==> config.mk <==
export PLATFORM = sky130hd
export DESIGN_NAME = lane_sync_kchar_status
export DESIGN_NICKNAME = d
export VERILOG_FILES = /design/src/lane_sync_kchar_status.v /design/src/lane_error_counter.v
export VERILOG_INCLUDE_DIRS = /design/src
export SDC_FILE = /design/constraint.sdc
export NUM_CORES = 1
export LEC_CHECK = 0
export BUFFER_PORTS_ARGS = -buffer_cell sky130_fd_sc_hd__buf_2
export CAP_MARGIN = 20
export CORE_MARGIN = 2
export CORE_UTILIZATION = 45
export CTS_BUF_LIST = sky130_fd_sc_hd__clkbuf_4 sky130_fd_sc_hd__clkbuf_8 sky130_fd_sc_hd__clkbuf_16
export CTS_CLUSTER_DIAMETER = 60
export CTS_CLUSTER_SIZE = 8
export DETAILED_ROUTE_END_ITERATION = 8
export GPL_ROUTABILITY_DRIVEN = 1
export GPL_TIMING_DRIVEN = 0
export MAX_ROUTING_LAYER = met4
export PLACE_DENSITY = 0.65
export RECOVER_POWER = 50
export SLEW_MARGIN = 20
export SYNTH_ARGS = -nofsm -noshare
export SYNTH_HDL_FRONTEND = slang
export SYNTH_HIERARCHICAL = 1
export SYNTH_SLANG_ARGS = --single-unit
==> constraint.sdc <==
create_clock -name clk_sys -period 2.1 [get_ports clk_sys]
set_clock_uncertainty 0.15 [all_clocks]
set_input_delay 0.21 -clock clk_sys [delete_from_list [all_inputs] [get_ports clk_sys]]
set_output_delay 0.21 -clock clk_sys [all_outputs]
set_load 0.03 [all_outputs]
==> src/lane_status_defines.vh <==
// Purpose: constants for the per-lane link status block
// Assumes: plain register port, 32-bit read data, byte offsets as printed
// Notes: two links, each with its own lane status page
// Summary of operation
// - Flag set when lane count reaches limit
// - Lanes 2..0 occupy error bits 2..0
// - Lock register, one bit per lane, eight lanes
// - Lock bit one while lane holds sync
// - Reads show only the selected link page
// - Status resets to zero, writes ignored
// - Lanes 7..3 occupy error bits 7..3
`ifndef LANE_STATUS_DEFINES_VH
`define LANE_STATUS_DEFINES_VH
`define ADDR_LINK_PAGE 12'h300
`define ADDR_ERROR_LIMIT 12'h301
`define ADDR_COUNT_CLEAR 12'h302
`define ADDR_CTRL_CHAR_ERR 12'h46f
`define ADDR_GROUP_LOCK 12'h470
`define RST_STATUS 8'h00
`define RST_ERROR_LIMIT 8'hff
`define RST_LINK_PAGE 1'b0
`endif

==> src/lane_sync_kchar_status.v <==
// Purpose: per-lane sync and control character error status, link paged
// Assumes: lane inputs come from another domain, so they are synchronised
// Notes: read data appears the cycle after the read strobe
`timescale 1ns/1ps
`default_nettype none
`include "lane_status_defines.vh"
module lane_sync_kchar_status #(
  parameter LANES = 8
) (
  input wire clk_sys,
  input wire rstn,
  input wire [11:0] addr,
  input wire [31:0] wdata,
  input wire wr,
  input wire rd,
  output reg [31:0] rdata,
  input wire [LANES-1:0] link0_ctrl_char_err,
  input wire [LANES-1:0] link0_group_lock,
  input wire [LANES-1:0] link1_ctrl_char_err,
  input wire [LANES-1:0] link1_group_lock
);
  reg link_page;
  reg [7:0] error_count_limit;
  reg [1:0] count_clear;
  reg [LANES-1:0] e0_a, e0_b, e1_a, e1_b, l0_a, l0_b, l1_a, l1_b;
  reg [LANES-1:0] e0_prev, e1_prev;
  wire [LANES-1:0] flag0, flag1;

  ////////////////////////////////////////////////////////////////
  // Two-flop synchronisers; error input pulses are edge counted
  always @(posedge clk_sys or negedge rstn) begin
    if (!rstn) begin
      e0_a <= {LANES{1'b0}};
      e0_b <= {LANES{1'b0}};
      e1_a <= {LANES{1'b0}};
      e1_b <= {LANES{1'b0}};
      l0_a <= {LANES{1'b0}};
      l0_b <= {LANES{1'b0}};
      l1_a <= {LANES{1'b0}};
      l1_b <= {LANES{1'b0}};
      e0_prev <= {LANES{1'b0}};
      e1_prev <= {LANES{1'b0}};
    end else begin
      e0_a <= link0_ctrl_char_err;
      e0_b <= e0_a;
      e1_a <= link1_ctrl_char_err;
      e1_b <= e1_a;
      l0_a <= link0_group_lock;
      l0_b <= l0_a;
      l1_a <= link1_group_lock;
      l1_b <= l1_a;
      e0_prev <= e0_b;
      e1_prev <= e1_b;
    end
  end

  ////////////////////////////////////////////////////////////////
  // One counter per lane per link
  genvar g;
  generate
    for (g = 0; g < LANES; g = g + 1) begin : lane
      lane_error_counter #(.CW(8)) cnt0 (
        .clk_sys(clk_sys),
        .rstn(rstn),
        .err_seen(e0_b[g] & ~e0_prev[g]),
        .clear(count_clear[0]),
        .limit(error_count_limit),
        .flag(flag0[g])
      );
      lane_error_counter #(.CW(8)) cnt1 (
        .clk_sys(clk_sys),
        .rstn(rstn),
        .err_seen(e1_b[g] & ~e1_prev[g]),
        .clear(count_clear[1]),
        .limit(error_count_limit),
        .flag(flag1[g])
      );
    end
  endgenerate

  ////////////////////////////////////////////////////////////////
  // Control registers; status registers take no writes
  always @(posedge clk_sys or negedge rstn) begin
    if (!rstn) begin
      link_page <= `RST_LINK_PAGE;
      error_count_limit <= `RST_ERROR_LIMIT;
      count_clear <= 2'b00;
    end else begin
      count_clear <= 2'b00;
      if (wr) begin
        if (addr == `ADDR_LINK_PAGE) begin
          link_page <= wdata[0];
        end else if (addr == `ADDR_ERROR_LIMIT) begin
          error_count_limit <= wdata[7:0];
        end else if (addr == `ADDR_COUNT_CLEAR) begin
          count_clear <= wdata[1:0];
        end
      end
    end
  end

  ////////////////////////////////////////////////////////////////
  // Read port, paged by link select
  always @(posedge clk_sys or negedge rstn) begin
    if (!rstn) begin
      rdata <= 32'h00000000;
    end else if (rd) begin
      if (addr == `ADDR_LINK_PAGE) begin
        rdata <= {31'h00000000, link_page};
      end else if (addr == `ADDR_ERROR_LIMIT) begin
        rdata <= {24'h000000, error_count_limit};
      end else if (addr == `ADDR_CTRL_CHAR_ERR) begin
        rdata <= {24'h000000, (link_page ? flag1[7:0] : flag0[7:0])};
      end else if (addr == `ADDR_GROUP_LOCK) begin
        rdata <= {24'h000000, (link_page ? l1_b[7:0] : l0_b[7:0])};
      end else begin
        rdata <= 32'h00000000;
      end
    end else begin
      rdata <= 32'h00000000;
    end
  end
endmodule
`default_nettype wire

==> src/lane_error_counter.v <==
// Purpose: one lane's saturating control character error counter
// Assumes: error and clear are synchronous to clk_sys
// Notes: saturates so the flag never wraps back to zero
`timescale 1ns/1ps
`default_nettype none
module lane_error_counter #(
  parameter CW = 8
) (
  input wire clk_sys,
  input wire rstn,
  input wire err_seen,
  input wire clear,
  input wire [CW-1:0] limit,
  output reg flag
);
  reg [CW-1:0] count;
  always @(posedge clk_sys or negedge rstn) begin
    if (!rstn) begin
      count <= {CW{1'b0}};
      flag <= 1'b0;
    end else begin
      if (clear) begin
        count <= {CW{1'b0}};
      end else if (err_seen && count != {CW{1'b1}}) begin
        count <= count + {{(CW-1){1'b0}}, 1'b1};
      end
      flag <= (count >= limit);
    end
  end
endmodule
`default_nettype wire

### Word-level counts from Yosys, hierarchy flattened

Index checks and enable logic that the tools add are counted.

* bitwise gates (word level): 33
* reduce and logical (&&, ||, !) cells: 34
* muxes and demuxes: 43
* add/subtract/negate cells: 16
* equality and inequality tests: 21
* order comparisons: 16

Operator list (number)
* 2-to-1 mux 8 bit: 37
* adder 8 x 1 -> 8 bit, second input constant: 16
* greater-or-equal comparator 8 bit: 16
* != test 8 bit, second input constant: 16
* 2-to-1 mux 32 bit: 2
* == test 12 x 10 -> 1 bit, second input constant: 3
* nonzero test 2 bit: 16
* == test 12 x 11 -> 1 bit, second input constant: 2
* inverter 1 bit: 17
* AND 1 bit: 16
* logical AND 1 bit: 16
* 2-to-1 mux 2 bit: 4
* AND reduction 3 bit: 1
* AND reduction 2 bit: 1

* input port bits: 80
* output and inout port bits: 32
* register bits: 267

### Logic depth before layout (Yosys ltp)

* depth after elaboration: 6
* depth in mapped cells: 5

### Hierarchy

Netlist, hierarchy kept.

Modules (own cells, without submodules)
* lane_error_counter at lane[0].cnt0 ...: cells each 71, area each 675.6 sq um, instances 15
* lane_sync_kchar_status: cells each 226, area each 3450.8 sq um, instances 1
* lane_error_counter at lane[5].cnt1: cells each 71, area each 689.4 sq um, instances 1

### Worst setup path after synthesis

Ideal clock, no wire load.

* path kind: register -> register
* from: reg error_count_limit[6]
* to: reg lane[5].cnt1.flag
* library setup time: 135 ps
* stages on the path, launching flop included: 6
* arrival time: 1499 ps
* data required time: 1815 ps
* setup slack: 316 ps
* cell sequence: dfstp_2 -> inv_1 -> ha_1 -> a21o_1 -> a221oi_1 -> o31ai_1

* cells in the longest elaborated chain, start to end: 1

Ends and longest elaborated chain
* from (decl): RTL line lane_sync_kchar_status.v:23 `reg [7:0] error_count_limit;`
* from (signal assigned): RTL line lane_sync_kchar_status.v:86 `` error_count_limit <= `RST_ERROR_LIMIT; ``
* from (signal assigned): RTL line lane_sync_kchar_status.v:94 `error_count_limit <= wdata[7:0];`
* greater-or-equal comparator 8 bit: RTL line lane_error_counter.v:27 `flag <= (count >= limit);`
* to (signal assigned): RTL line lane_error_counter.v:27
* to (decl): RTL line lane_error_counter.v:14 `output reg flag`

Every way passes these cells.
A chain may end at the register's enable or synchronous reset.

### Worst setup path in the final report

* from: reg error_count_limit[4]
* to: reg lane[1].cnt0.flag

* cells in the longest elaborated chain, start to end: 1

Ends and longest elaborated chain (RTL line)
* greater-or-equal comparator 8 bit: lane_error_counter.v:27
* to (signal assigned): lane_error_counter.v:27
* to (decl): lane_error_counter.v:14

Every way passes these cells.

==> metrics.md <==
| Metric | Value |
|---|---|
| Status | `finished clean` |
| Antenna violations before repair | `0` |
| Port-buffer cells | `63` |
| Starting Density | `0.4547` |
| Clock Sinks | `243` |
| Hold_ws | `0.01485 ns` |
| Highest-delay cell along the critical path | `dfstp_4` |
| H-tree depth | `2` |
| Count leader, synth | `dfrtp_1` |
| #FFs+latches synth | `243` |
| Worst Hold Class | `input pin to register` |
| Reg clk slew, reported paths | `0.05 ns` |
| Die area | `0.03316 mm²` |
| First-pass GRT wire length | `54,740 µm` |
| Req. time, crit path | `2.32 ns` |
| Area of the mapped netlist | `0.01427 mm²` |
| Drt wl/cell | `16.74 µm` |
| Finished Core Util | `0.5489` |
| Die Wd | `182.1 µm` |
| Largest net degree at the start of global routing | `95` |
| WS Path Type | `register to register` |
| Via density | `5.600` |
| Maximum VDD drop | `0.4957 mV` |
| Hold Violations, Final | `0` |
| MaxCap Viol Count | `0` |
| Setup TNS | `0 ns` |
| Final setup viols | `0` |
| CP arrival | `2.27 ns` |
| Met3 Use GR | `0.03373` |
| Post-route ant nets | `0` |
| Grt total ovfl | `0` |
| Critical path's top delay family | `flip-flops` |
| # rows | `65` |
| Critical Path Source | `error_count_limit[4]` |
| Slew HR | `0.2910` |
| Period utilization | `0.9736` |
| Synth cell count leaders | `dfrtp_1 (235), inv_1 (148), ha_1 (144)` |
| GRT met2 Usage | `0.3360` |
| Worst flop-to-flop path endpoint | `lane[1].cnt0/flag` |
| Placed cells | `1,852` |
| Routability congestion estimate | `0.8477` |
| Core area | `0.03139 mm²` |
| RSZ-0062 raised after global routing | `yes` |
| Maximum fanout along the worst path | `6` |
| Initial DRC count | `634` |
| Post-synth top area share | `0.4120` |
| Synth Warn # | `6` |
| Clock Path Buffers | `3` |
| Highest Clock Rate | `0.4891 GHz` |
| Top_reg_cell synth | `dfrtp_1` |
| CTS Root Cell | `clkbuf_16` |
| Routed WL | `33,080 µm` |
| Worst R2R Start | `error_count_limit[4]` |
| Critical Path, Cell by Cell | `buf_8 -> inv_1 -> ha_1 -> a21o_1 -> a221oi_2 -> o21ai_1` |
| Largest area contributor in the netlist | `dfrtp_1` |
| Die Height | `182.1 µm` |
| Synth cell types | `47` |
| DR pass1 iterations | `5` |
| Synth Instances | `1,362` |
| Sequential-to-total area share from yosys stat | `0.4267` |
| Later-pin clock latency in the skew report | `0.51 ns` |
| Vias | `11,070` |
| CTS tree | `yes` |
| N_diodes | `0` |
| Critical Path Sink | `lane[1].cnt0/flag` |
| Hpwl dp | `20,920 µm` |
| Total track usage | `0.2078` |
| Element type at the critical path end | `register` |
| Final Non-Filler Cells | `1,976` |
| Vias in the first global route | `10,860` |
| IO Pins | `112` |
| Cell area power density | `1093 mW/mm²` |
| Met1 GRT Util | `0.2690` |
| Type of origin of the critical path | `register` |
| Leakage | `7.503 nW` |
| Busiest grt layer | `met2` |
| Register-to-register path setup slack | `0.06 ns` |
| Main area contributors after synthesis | `dfrtp_1 (41%), ha_1 (13%), inv_1 (3.9%)` |
| Tmin final | `2.045 ns` |
| Buffers plus inverters on the worst setup path | `2` |
| TritonCTS buffer count | `37` |
| WP depth | `6` |
| Synth async-reset ratio | `1.000` |
| DRC | `0` |
| Nets | `1,784` |
| Syn Area/Cell | `10.48 µm²` |
| Pins Over Slew Limit | `0` |
| Reg2Reg Depth | `6` |
| Fraction of layout cells with a size suffix above 1 | `0.2001` |
| Worst Tran Pin Value | `1.063 ns` |
| Max stage delay on crit path | `0.70 ns` |
| Post-synth EDFFs | `0` |
| Synth-to-Final Area Change | `20.72%` |
-- through the flow --
step                instance area (µm²)  power, mW  setup slack [ns]
finish                            17230      18.83           0.05543
global route                      17230      20.38          -0.01825
CTS                               17020      18.74         0.0007183
detailed placement                15240      12.94           -0.2197
global placement                  15180      12.63            -3.861
floorplan                         14360      11.41            0.3165
-- state kept, by name, indices dropped and copies added (netlist names) --
register           cells
lane.cnt0/count       64
lane.cnt1/count       64
e0_a                   8
e0_b                   8
e0_prev                8
e1_a                   8
e1_b                   8
e1_prev                8
error_count_limit      8
l0_a                   8
l0_b                   8
l1_a                   8
l1_b                   8
lane.cnt0/flag         8
lane.cnt1/flag         8
rdata                  8
count_clear            2
link_page              1
-- layer usage --
layer	share of wire	routed length (µm)
met1	0.45	14750
met2	0.48	15970
met3	0.049	1612
met4	0.023	745
met5	0	0
-- tightest hold or removal path, stage by stage --
cell     delay, ns
buf_2         0.12
nor4_2        0.06
nand3_1       0.09
mux2_2        0.15
-- cell usage in the layout (no fill, tap or decap), drive strengths merged, types with 2 or more instances in the layout --
cell type	n
clkbuf	71
nor2b	32
inv	149
o2111ai	15
nand3	37
dfstp	8
a31oi	63
and3	31
a21o	33
ha	144
a21oi	40
nand2b	48
nor4b	18
nor2	51
buf	130
and2	24
a221oi	16
nor4	17
mux2i	17
nor3	79
and4	33
nand4	35
conb	24
a211oi	33
dfrtp	235
dlygate4sd3	49
a21boi	16
mux2	56
a311oi	17
nor3b	2
a32oi	7
nand2	16
o21ai	23
-- report_power, final --
part	switching, mW	internal, mW	total [mW]
combinational	2.76	3.15	5.91
sequential	1.51	5.86	7.37
clock	2.04	3.50	5.55
-- worst min-delay path by stage --
stage	startpoint	to	slack (ns)	cells after the start
global route	addr[3]	link_page	0.03	4
detailed placement	rstn	e0_a[3]	0.09	1
CTS	addr[3]	link_page	0.01	4
finish	addr[3]	link_page	0.01	4
floorplan	rstn	count_clear[0]	-0.24	0
global placement	link0_ctrl_char_err[0]	e0_a[0]	0.17	1
-- final cells by class --
type | instances | area [µm²]
fillers | 2718 | 14160
multi-input cells | 931 | 7455
well taps | 402 | 503.0
inverters | 148 | 555.5
plain buffers | 63 | 396.6
repair buffers | 136 | 1120
flip-flops and latches | 243 | 6113
clock inverters | 2 | 17.52
clock buffers | 51 | 1072
-- cell families (layout without fill, tap and decap cells) --
group                      count (synthesis)  after routing  synth area share
and+or+nand+nor                          424            424            0.1785
AOI/OAI and AO/OA                        266            266            0.1374
DFF                                      243            243            0.4267
buffers and inverters                    211            400           0.06670
adders and majority gates                144            144            0.1262
muxes                                     73             73           0.06425
other                                      1             24         0.0002627
-- timing repair --
action | in CTS | in global routing
setup endpoints to repair | 16 | 22
pin swaps | 0 | 2
resized for setup | 10 | 37
hold endpoints to repair | 123 | 0
buffers inserted | 14 | 8
hold buffers | 49 | 0
No activity file was read; power rests on OpenSTA's default activity.
